## src/pkg/fsp_pkg.sv

```systemverilog
// Constants, types and register map of the flash sector protection block.
// Assumes one 50 MHz clock shared by the register port and the protection logic.
package fsp_pkg;

  // ==========================================================
  // Clock and timing
  localparam int unsigned CLK_PERIOD_NS = 20;
  localparam int unsigned UNLOCK_GAP_NS = 100000;
  localparam int unsigned UNLOCK_GAP_CYCLES = (UNLOCK_GAP_NS + CLK_PERIOD_NS - 1) / CLK_PERIOD_NS;
  localparam int unsigned NV_OP_CYCLES = 16;
  localparam int unsigned GAP_CNT_W = 16;
  localparam int unsigned OP_CNT_W = 8;

  // ==========================================================
  // Array geometry
  localparam int unsigned NUM_SECTORS = 64;
  localparam int unsigned SECTOR_W = 6;
  localparam int unsigned ADDR_W = 24;
  localparam int unsigned SECTOR_LSB = 18;

  // ==========================================================
  // Register offsets
  localparam logic [7:0] OFS_COMMAND = 8'h00;
  localparam logic [7:0] OFS_STATUS = 8'h04;
  localparam logic [7:0] OFS_RANGE = 8'h08;
  localparam logic [7:0] OFS_CONFIG = 8'h0c;
  localparam logic [7:0] OFS_PWD_LO = 8'h10;
  localparam logic [7:0] OFS_PWD_HI = 8'h14;
  localparam logic [7:0] OFS_ADDR = 8'h18;
  localparam logic [7:0] OFS_SECTOR = 8'h1c;

  // ==========================================================
  // Field positions
  localparam int unsigned CMD_OP_LSB = 0;
  localparam int unsigned CMD_VALUE_BIT = 4;
  localparam int unsigned CMD_DATA_LSB = 8;
  localparam int unsigned CMD_SECTOR_LSB = 16;
  localparam int unsigned CFG_MODE_LSB = 1;
  localparam int unsigned RANGE_BOTTOM_BIT = 3;

  // ==========================================================
  // Reset values and mode encodings
  localparam logic [7:0] CONFIG_RESET = 8'hff;
  localparam logic [63:0] PASSWORD_RESET = 64'hffff_ffff_ffff_ffff;
  localparam logic [1:0] MODE_NONE = 2'h3;
  localparam logic [1:0] MODE_PERSIST = 2'h2;
  localparam logic [1:0] MODE_PASSWORD = 2'h1;
  localparam logic [1:0] MODE_ILLEGAL = 2'h0;

  // ==========================================================
  // Commands
  typedef enum logic [3:0] {
    FSP_OP_NOP = 4'h0,
    FSP_OP_NVG_PROGRAM = 4'h1,
    FSP_OP_NVG_ERASE = 4'h2,
    FSP_OP_VG_WRITE = 4'h3,
    FSP_OP_LOCK_CLEAR = 4'h4,
    FSP_OP_CFG_PROGRAM = 4'h5,
    FSP_OP_PWD_PROGRAM = 4'h6,
    FSP_OP_PWD_UNLOCK = 4'h7,
    FSP_OP_SOFT_RESET = 4'h8,
    FSP_OP_CLEAR_STATUS = 4'h9,
    FSP_OP_ARRAY_WRITE = 4'ha
  } fsp_op_type;

  // Embedded operation in progress
  typedef enum logic [1:0] {
    FSP_IDLE,
    FSP_NV_BUSY,
    FSP_ARRAY_BUSY
  } fsp_state_type;

  // Register port request
  typedef struct packed {
    logic [7:0] addr;
    logic [31:0] wdata;
    logic wr;
    logic rd;
  } fsp_bus_req_type;

  // Status pins
  typedef struct packed {
    logic write_in_progress;
    logic program_error;
    logic guard_bits_lock_bit;
    logic password_mode;
  } fsp_status_type;

endpackage

```

## src/hw/fsp_top.sv

```systemverilog
// Sector protection logic of a serial flash: guard bits, lock, mode and password unlock.
// Assumes a command decoder on the same clock drives the register port; hw_reset_n_i is a pin.
//
// Added by the designer: the placing of the registers and the strobed register port.
`timescale 1ns/1ns
`default_nettype none

// Summary of operation
// [RL1] Sector protected when range protection or per-sector guard protects it.
// [RL2] Each sector has a nonvolatile and a volatile guard; zero blocks writes.
// [RL3] Lock zero: nonvolatile guard program or erase fails, bits untouched.
// [RL4] Persistent mode sets lock at power-on or hardware reset; soft reset keeps it.
// [RL5] Lock-clear clears the lock; in persistent mode only resets set it again.
// [RL6] Password mode clears lock at reset; only a correct unlock sets it.
// [RL7] Mode bits 2:1: 11 default persistent, 10 persistent, 01 password.
// [RL8] Programming both mode bits to zero is a programming failure.
// [RL9] After a mode is chosen the configuration register cannot change.
// [RL10] Host programs the password before selecting password mode.
// [RL11] Fresh device: persistent mode and every sector unprotected.
// [RL12] Write-in-progress stays set while the configuration is programmed.
// [RL13] Nonvolatile guards program to zero singly; erase sets all to one.
// [RL14] Volatile guard counts only where nonvolatile is one; write sets or clears.
// [RL15] Volatile guards return to unprotected on power, soft or hardware reset.
// [RL16] Nonvolatile guards change only with lock one; volatile ones always.
// [RL17] Password is 64 bits, all ones at first, any value valid.
// [RL18] Password program only clears bits; writing one over zero is silent.
// [RL19] In password mode password read and program are ignored.
// [RL20] Matching unlock sets lock; mismatch sets error and keeps busy.
// [RL21] Unlock taken at most once per 100 us; success ends busy at once.
// [RL22] Array write allowed only outside range and with both guards one.
// [RL23] Sector of each array write request is decoded before it starts.
module fsp_top
  import fsp_pkg::*;
#(
  parameter int unsigned UNLOCK_GAP = fsp_pkg::UNLOCK_GAP_CYCLES
)
(
  // Clock and reset
  input wire logic clk_i,
  input wire logic rst_n_i,
  input wire logic hw_reset_n_i,
  // Register port
  input wire fsp_pkg::fsp_bus_req_type bus_i,
  output logic [31:0] rdata_o,
  // Status
  output fsp_pkg::fsp_status_type status_o,
  output logic array_op_start_o
);
  import fsp_pkg::*;

  // ==========================================================
  // Reset synchronisers
  logic rst_meta;
  logic rst_n;
  logic hw_meta;
  logic hw_sync_n;

  // Release of the asynchronous reset is retimed
  always_ff @(posedge clk_i or negedge rst_n_i)
  begin
    if (!rst_n_i)
    begin
      rst_meta <= 1'b0;
      rst_n <= 1'b0;
    end
    else
    begin
      rst_meta <= 1'b1;
      rst_n <= rst_meta;
    end
  end

  // Hardware reset pin, two flops before use
  // Resets high so release shows no false pin reset
  always_ff @(posedge clk_i or negedge rst_n)
  begin
    if (!rst_n)
    begin
      hw_meta <= 1'b1;
      hw_sync_n <= 1'b1;
    end
    else
    begin
      hw_meta <= hw_reset_n_i;
      hw_sync_n <= hw_meta;
    end
  end

  wire hw_rst = !hw_sync_n;

  // ==========================================================
  // Storage
  logic [NUM_SECTORS-1:0] nv_guard;
  logic [NUM_SECTORS-1:0] v_guard;
  logic lock_bit;
  logic [7:0] config_reg;
  logic [63:0] password;
  logic [63:0] pwd_stage;
  logic [3:0] range_reg;
  logic [ADDR_W-1:0] addr_reg;
  logic prog_err;
  fsp_state_type state;
  logic [OP_CNT_W-1:0] op_cnt;
  logic [GAP_CNT_W-1:0] gap_cnt;
  logic [NUM_SECTORS-1:0] range_mask;

  // ==========================================================
  // Decoding helpers

  // Range coverage of one sector; 64th up to all sectors
  // Bottom bit moves the window to start at sector zero
  function automatic logic range_hit(input logic [3:0] rng, input logic [SECTOR_W-1:0] sec);
    logic [SECTOR_W:0] count;
    logic [SECTOR_W:0] idx;
    count = '0;
    idx = {1'b0, sec};
    if (rng[2:0] == 3'h7)
      count = (SECTOR_W+1)'(NUM_SECTORS);
    else if (rng[2:0] != 3'h0)
      count = (SECTOR_W+1)'(1) << (rng[2:0] - 3'h1);
    if (rng[RANGE_BOTTOM_BIT])
      range_hit = idx < count;
    else
      range_hit = idx >= ((SECTOR_W+1)'(NUM_SECTORS) - count);
  endfunction

  // Sector index of a byte address
  function automatic logic [SECTOR_W-1:0] sector_of(input logic [ADDR_W-1:0] a);
    sector_of = a[SECTOR_LSB +: SECTOR_W];
  endfunction

  // ==========================================================
  // Command decode
  wire is_cmd = bus_i.wr && (bus_i.addr == OFS_COMMAND);
  wire [3:0] cmd_op = bus_i.wdata[CMD_OP_LSB +: 4];
  wire cmd_value = bus_i.wdata[CMD_VALUE_BIT];
  wire [7:0] cmd_data = bus_i.wdata[CMD_DATA_LSB +: 8];
  wire [SECTOR_W-1:0] cmd_sector = bus_i.wdata[CMD_SECTOR_LSB +: SECTOR_W];
  wire [1:0] mode = config_reg[CFG_MODE_LSB +: 2];
  wire password_mode = (mode == MODE_PASSWORD); // RL7
  wire mode_chosen = (mode != MODE_NONE); // RL7
  wire busy = (state != FSP_IDLE) || prog_err;
  // While busy only status handling and soft reset pass
  // Commands are also dropped during a pin reset, since the timer is held
  // idle then and nothing would show busy for the change
  wire accept = is_cmd && !busy && !hw_rst;
  wire [SECTOR_W-1:0] req_sector = sector_of(addr_reg); // RL23

  // Per-sector range map
  always_comb
  begin
    for (int s = 0; s < NUM_SECTORS; s++)
      range_mask[s] = range_hit(range_reg, SECTOR_W'(s));
  end

  // Both schemes ORed; a zero guard protects
  wire req_ok = !range_mask[req_sector] && nv_guard[req_sector] && v_guard[req_sector]; // RL1 RL2 RL22

  wire do_nvg_prog = accept && (cmd_op == FSP_OP_NVG_PROGRAM);
  wire do_nvg_erase = accept && (cmd_op == FSP_OP_NVG_ERASE);
  wire do_cfg = accept && (cmd_op == FSP_OP_CFG_PROGRAM);
  wire do_pwd_prog = accept && (cmd_op == FSP_OP_PWD_PROGRAM) && !password_mode; // RL19
  wire do_unlock = accept && (cmd_op == FSP_OP_PWD_UNLOCK) && password_mode && (gap_cnt == '0); // RL21
  wire do_array = accept && (cmd_op == FSP_OP_ARRAY_WRITE);
  wire do_soft = is_cmd && (cmd_op == FSP_OP_SOFT_RESET);
  wire do_clr = is_cmd && (cmd_op == FSP_OP_CLEAR_STATUS);
  wire nv_locked = (do_nvg_prog || do_nvg_erase) && !lock_bit; // RL3 RL16
  wire cfg_bad = do_cfg && (mode_chosen || (cmd_data[CFG_MODE_LSB +: 2] == MODE_ILLEGAL)); // RL8 RL9
  wire unlock_bad = do_unlock && (pwd_stage != password); // RL20
  wire array_bad = do_array && !req_ok; // RL22
  wire any_fail = nv_locked || cfg_bad || unlock_bad || array_bad;

  // ==========================================================
  // Embedded operation timer
  always_ff @(posedge clk_i or negedge rst_n)
  begin
    if (!rst_n)
    begin
      state <= FSP_IDLE;
      op_cnt <= '0;
    end
    else if (hw_rst)
    begin
      state <= FSP_IDLE;
      op_cnt <= '0;
    end
    else
    begin
      unique case (state)
        FSP_IDLE:
        begin
          // Busy held for the whole program time
          // Loaded one short, as the zero count is a busy cycle too
          if ((do_nvg_prog || do_nvg_erase || do_cfg || do_pwd_prog) && !any_fail) // RL12
          begin
            state <= FSP_NV_BUSY;
            op_cnt <= OP_CNT_W'(NV_OP_CYCLES - 1);
          end
          else if (do_array && req_ok)
          begin
            state <= FSP_ARRAY_BUSY;
            op_cnt <= OP_CNT_W'(NV_OP_CYCLES - 1);
          end
        end
        FSP_NV_BUSY, FSP_ARRAY_BUSY:
        begin
          if (op_cnt == '0)
            state <= FSP_IDLE;
          else
            op_cnt <= op_cnt - OP_CNT_W'(1);
        end
        default:
          state <= FSP_IDLE;
      endcase
    end
  end

  // Start strobe toward the array sequencer
  assign array_op_start_o = do_array && req_ok; // RL22

  // ==========================================================
  // Program error flag; it also keeps busy up until cleared
  always_ff @(posedge clk_i or negedge rst_n)
  begin
    if (!rst_n)
      prog_err <= 1'b0;
    else if (hw_rst)
      prog_err <= 1'b0;
    else if (any_fail) // RL20
      prog_err <= 1'b1;
    else if (do_clr || do_soft)
      prog_err <= 1'b0;
  end

  // ==========================================================
  // Unlock rate limiter; runs whether the try matched or not
  always_ff @(posedge clk_i or negedge rst_n)
  begin
    if (!rst_n)
      gap_cnt <= '0;
    else if (hw_rst)
      gap_cnt <= '0;
    else if (do_unlock)
      gap_cnt <= GAP_CNT_W'(UNLOCK_GAP - 1); // RL21
    else if (gap_cnt != '0)
      gap_cnt <= gap_cnt - GAP_CNT_W'(1);
  end

  // ==========================================================
  // Lock bit
  // Power-on always gives the fresh persistent default, lock one
  always_ff @(posedge clk_i or negedge rst_n)
  begin
    if (!rst_n)
      lock_bit <= 1'b1; // RL4 RL11
    else if (hw_rst)
      lock_bit <= !password_mode; // RL4 RL6
    else if (do_unlock && !unlock_bad)
      lock_bit <= 1'b1; // RL6 RL20
    else if (accept && (cmd_op == FSP_OP_LOCK_CLEAR))
      lock_bit <= 1'b0; // RL5
  end

  // ==========================================================
  // Nonvolatile guards; survive hardware and soft reset
  // With lock zero the bits stay; the error flag reports the try
  always_ff @(posedge clk_i or negedge rst_n)
  begin
    if (!rst_n)
      nv_guard <= '1; // RL11
    else if (do_nvg_prog && lock_bit)
      nv_guard[cmd_sector] <= 1'b0; // RL13 RL16
    else if (do_nvg_erase && lock_bit)
      nv_guard <= '1; // RL13
  end

  // ==========================================================
  // Volatile guards; writable regardless of lock
  always_ff @(posedge clk_i or negedge rst_n)
  begin
    if (!rst_n)
      v_guard <= '1; // RL15
    else if (hw_rst || do_soft)
      v_guard <= '1; // RL15
    else if (accept && (cmd_op == FSP_OP_VG_WRITE))
      v_guard[cmd_sector] <= cmd_value; // RL14 RL16
  end

  // ==========================================================
  // Configuration register, one-time programmable
  // Bits only move to zero; nothing here can set them again
  always_ff @(posedge clk_i or negedge rst_n)
  begin
    if (!rst_n)
      config_reg <= CONFIG_RESET; // RL11
    else if (do_cfg && !cfg_bad)
      config_reg <= config_reg & cmd_data; // RL7 RL9
  end

  // ==========================================================
  // Hidden password; bits only ever go to zero
  // Readback is hidden in the read mux, not here
  always_ff @(posedge clk_i or negedge rst_n)
  begin
    if (!rst_n)
      password <= PASSWORD_RESET; // RL17
    else if (do_pwd_prog)
      password <= password & pwd_stage; // RL18
  end

  // ==========================================================
  // Software-written staging and control registers
  // Loads ignore busy, so staging may be filled during an operation
  always_ff @(posedge clk_i or negedge rst_n)
  begin
    if (!rst_n)
    begin
      pwd_stage <= '0;
      range_reg <= '0;
      addr_reg <= '0;
    end
    else if (bus_i.wr)
    begin
      if (bus_i.addr == OFS_PWD_LO)
        pwd_stage[31:0] <= bus_i.wdata;
      if (bus_i.addr == OFS_PWD_HI)
        pwd_stage[63:32] <= bus_i.wdata;
      if (bus_i.addr == OFS_RANGE)
        range_reg <= bus_i.wdata[3:0];
      if (bus_i.addr == OFS_ADDR)
        addr_reg <= bus_i.wdata[ADDR_W-1:0];
    end
  end

  // ==========================================================
  // Read data, one cycle after the strobe, zero otherwise
  // Unmapped offsets read zero; the port has no error response
  always_ff @(posedge clk_i or negedge rst_n)
  begin
    if (!rst_n)
      rdata_o <= '0;
    else if (bus_i.rd)
    begin
      unique case (bus_i.addr)
        OFS_STATUS:
          rdata_o <= {28'h0, password_mode, lock_bit, prog_err, busy};
        OFS_RANGE:
          rdata_o <= {28'h0, range_reg};
        OFS_CONFIG:
          rdata_o <= {24'h0, config_reg};
        // Password is hidden once password mode is set
        OFS_PWD_LO:
          rdata_o <= password_mode ? 32'h0 : password[31:0]; // RL19
        OFS_PWD_HI:
          rdata_o <= password_mode ? 32'h0 : password[63:32]; // RL19
        OFS_ADDR:
          rdata_o <= {8'h0, addr_reg};
        OFS_SECTOR:
          rdata_o <= {28'h0, req_ok, range_mask[req_sector], v_guard[req_sector], nv_guard[req_sector]};
        default:
          rdata_o <= 32'h0;
      endcase
    end
    else
      rdata_o <= 32'h0;
  end

  // Status pins track internal state directly
  // Combinational pins trade a gate path for no extra status latency
  assign status_o.write_in_progress = busy;
  assign status_o.program_error = prog_err;
  assign status_o.guard_bits_lock_bit = lock_bit;
  assign status_o.password_mode = password_mode;

endmodule

`default_nettype wire

```

## config.mk

```make
export PLATFORM = sky130hd
export DESIGN_NAME = fsp_top
export DESIGN_NICKNAME = d
export VERILOG_FILES = /design/src/pkg/fsp_pkg.sv /design/src/hw/fsp_top.sv
export SDC_FILE = /design/constraint.sdc
export NUM_CORES = 1
export LEC_CHECK = 0
export BUFFER_PORTS_ARGS = -buffer_cell sky130_fd_sc_hd__clkbuf_2
export CAP_MARGIN = 20
export CORE_ASPECT_RATIO = 2
export CORE_MARGIN = 5
export CORE_UTILIZATION = 35
export CTS_CLUSTER_DIAMETER = 200
export DETAILED_ROUTE_END_ITERATION = 12
export PLACE_DENSITY = 0.5
export SYNTH_ARGS = -nofsm -noshare
export SYNTH_HDL_FRONTEND = slang
export SYNTH_SLANG_ARGS = --single-unit
```

## constraint.sdc

```tcl
create_clock -name clk_i -period 10.47 [get_ports clk_i]
set_input_delay 0.5235 -clock clk_i [delete_from_list [all_inputs] [get_ports clk_i]]
set_output_delay 0.5235 -clock clk_i [all_outputs]
set_load 0.02 [all_outputs]
```

==> results by group <==
Outcome
  • Outcome: finished, final reports clean

Place
  • Dpl hpwl: 34.50 mm
  • Placement Setup Slack: slightly below 6000 ps
  • I/O Buffers: 81
  • Gpl congestion: between 0.8 and 0.9

Detailed routing
  • DR vias: between 10000 and 15000
  • Routed vias/inst: 5.615
  • Wirelength, routed: around 52 mm
  • DRC: 0
  • Initial DRC Count: between 900 and 1000
  • Drt pass-1 iters: 7
  • ANT nets after route: 0
  • WL/cell: ~22 um

STA
  • Setup violators final: 0
  • Hold Worst Slack: approximately 59 ps
  • Peak Freq: 0.2001 GHz
  • Worst Tran Pin Value: roughly 1100 ps
  • RSZ-0062 raised after global routing: no
  • Min Tclk post-route: between 4000 and 5000 ps
  • Setup ws final: approximately 5500 ps
  • Layout Skew: about 15 ps
  • Final TNS setup: 0 ps
  • Max_slew headroom: 0.2902
  • Final Hold Vio Count: 0
  • Slew Viols, Final: 0
  • Final worst-path cycle share: 0.4773

Global route
  • Initial antenna violation count: 1
  • Remaining global-route overflow: 0
  • Vias in the first global route: 13680
  • First-pass GRT wire length: 81.27 mm
  • Pin count of the biggest net entering global routing: 170
  • Gr usage total: 0.1855

Synthesis
  • Cell Area, Synth: approximately 18000 um^2
  • Post-synth EDFFs: 0
  • Seq/Total Area, Yosys: 0.5119
  • Syn_nets: 1730
  • Predominant post-synthesis flop cell: dfstp_2
  • Ranking of synthesized cells by area: dfstp_2, dfrtp_1, mux2_2
  • Post-synthesis cell type count: 83
  • Syn Inst Count: 1613
  • Mux cell area share after synthesis: 0.1423
  • Fraction of registers with async set/reset: 1.000
  • Post-Synth XOR/XNOR Area: 0.004893
  • Synth Area in Compound Gates: 0.1286
  • Top-area cell type share of the netlist area: 0.2980
  • Adder-cell share of the synthesized area: 0.05089
  • Cell accounting for the most synthesized area: dfstp_2
  • Largest family of logic cells by synthesized area: multiplexers
  • Post-synth top cells: nand2_1, dfstp_2, mux2_2, dfrtp_1
  • Avg Cell Area, Syn: around 11 um^2
  • Synth warn: 0
  • Flops & latches, synth: 356
  • Simple-gate share of the synthesized area: 0.1248
  • Top-count cell post-synth: nand2_1

Setup path
  • Critical path class: reg2out
  • Arrival @ worst endpoint: about 4500 ps
  • Req. time, crit path: approximately 10000 ps
  • Worst setup SP type: register
  • Critical path peak fanout: 24
  • Critical Path Sink Type: primary output

Clock tree
  • Clock Sinks: 356
  • CTS H-tree depth: 2
  • CTS Buf Count: 36
  • CTS-repair resized insts: 0
  • Worst skew pair latency: between 500 and 600 ps
  • Clk buf depth: 3
  • CTS tree: built
  • Worst-path clk slew: 60 ps
  • CTS Root Cell: clkbuf_16

Cells and area
  • # fillers: around 4800
  • Layout area overhead: 12.59%
  • Share of layout cells above drive strength 1: 0.3548
  • Nets: approximately 1800

Power
  • Pwr/cell area: roughly 150 nW/um^2
  • Sw power: 0.7382 mW
  • Internal Power: 2.314 mW
  • Flop pwr share: 0.466
  • Combinational share of power: 0.060
  • Worst ir drop on vdd: 0.1394 mV
  • Sw frac: 0.2418
  • Power share of the clock group: 0.473
  • P_leak: a little over 9 nW

Die
  • Starting Density: 0.3524
  • DIE AREA: 56040 um^2
  • # IOs: 82
  • Die Wd: between 150 and 200 um
  • Core area: between 50000 and 60000 um^2
  • Floorplan row count: about 120
  • Die height: between 300 and 400 um

Min path
  • Worst Hold Class: in2reg

Flow run
  • Max Cap Violations: 0
## final timing paths
check | startpoint | end | slack (ps) | depth (start not counted)
worst max-delay path | range_reg[2] | array_op_start_o | 5470 | 11
worst min-delay path | hw_reset_n_i | hw_meta | 60 | 1
worst max register to register | range_reg[2] | op_cnt[6] | 5770 | 13
worst min register to register | rst_meta | rst_n | 350 | 0
max in group asynchronous | rst_n | addr_reg[19] | 7810 | 2
min in group asynchronous | rst_n_i | rst_n | 280 | 2
## cell usage in the layout, fill, tap and decap left out, types with 6 or more instances in the layout
master     synthesis  layout
o21ai_0           91      91
clkbuf_16          0      36
a21oi_1           84      84
inv_1             17      17
mux4_2            26      26
o21a_1            10       9
nor2b_1            8       8
o211ai_1           8       8
clkbuf_2           0      81
nor4_1            22      21
nor3b_1           10       6
nor3_1            16      13
bufinv_16          0       6
nand2_1          256     253
a31oi_1           69      69
xor2_1             7       7
a22oi_1           43      43
dfrtp_1          153     150
buf_4              7      26
nand4_1           12      12
mux2_2           156     156
dfstp_2          203     203
nand3_1           26      25
mux2i_1           10      10
ha_1              72      72
nand2b_1          13      13
nor2_1            56      55
clkbuf_1          91       6
clkbuf_8           0       9
o31ai_1            9       9
## metrics by stage
| stage | power (mW) | instances | cell area, um^2 | utilization |
|---|---|---|---|---|
| 6_report | 3.052 | 2318 | 20150 | 0.3967 |
| 5_1_grt | 3.163 | 2317 | 20150 | 0.3967 |
| 4_1_cts | 3.100 | 2317 | 20150 | 0.3967 |
| 3_5_place_dp | 1.633 | 2250 | 18830 | 0.3707 |
| 3_3_place_gp | 1.631 | 2250 | 18830 | 0.3707 |
| 2_1_floorplan | 1.554 | 1613 | 17900 | - |
## critical path, stage by stage, from the launching register on
cell and delay, ps:
dfrtp_1 820, inv_1 260, and3_1 280, inv_1 100, ha_1 570, nand2_1 150
or3_4 420, a2111oi_1 360, o31ai_1 140, a32oi_2 300, and4_4 310, clkbuf_2 190
## layout make-up
cell class | count | area, um^2 | area share
Inverter | 19 | 71.32 | 0.003539
Antenna cell | 1 | 2.502 | 0.0001242
Clock inverter | 15 | 264.0 | 0.01310
Clock buffer | 51 | 1047 | 0.05196
Tap cell | 654 | 818.3 | 0.04060
Timing Repair Buffer | 109 | 630.6 | 0.03129
Multi-Input combinational cell | 1113 | 8150 | 0.4044
Sequential cell | 356 | 9169 | 0.4550
## timing repair
action	CTS	global route
setup buffers	0	0
hold endpoints to repair	2	0
setup endpoints to repair	0	0
hold buffers	1	0
## power by group through the flow
| stage | sequential [mW] | clock [mW] | combinational, mW |
|---|---|---|---|
| detailed placement | 1.45 | 0 | 0.187 |
| floorplan | 1.45 | 0 | 0.108 |
| finish | 1.42 | 1.45 | 0.184 |
| global placement | 1.45 | 0 | 0.186 |
| global route | 1.43 | 1.53 | 0.203 |
| CTS | 1.42 | 1.49 | 0.188 |
## metal layers
metal  up-vias  track usage  part of all wire
met2       316       0.3469              0.55
met5         -            0                 0
met3        99      0.02203             0.038
li1       5928            -                 -
met4         0      0.07437             0.037
met1      6672       0.2121              0.38
## kinds of logic (layout without fill, tap and decap cells)
group | after synthesis | in the layout
AND/OR/NAND/NOR | 468 | 468
AO/OA/AOI/OAI | 365 | 365
flip-flops | 356 | 356
multiplexers | 196 | 196
buffers and inverters | 144 | 194
adder cells (fa/ha/maj) | 73 | 73
XOR/XNOR | 10 | 10
other | 1 | 2
(Power assumes the default switching activity.)
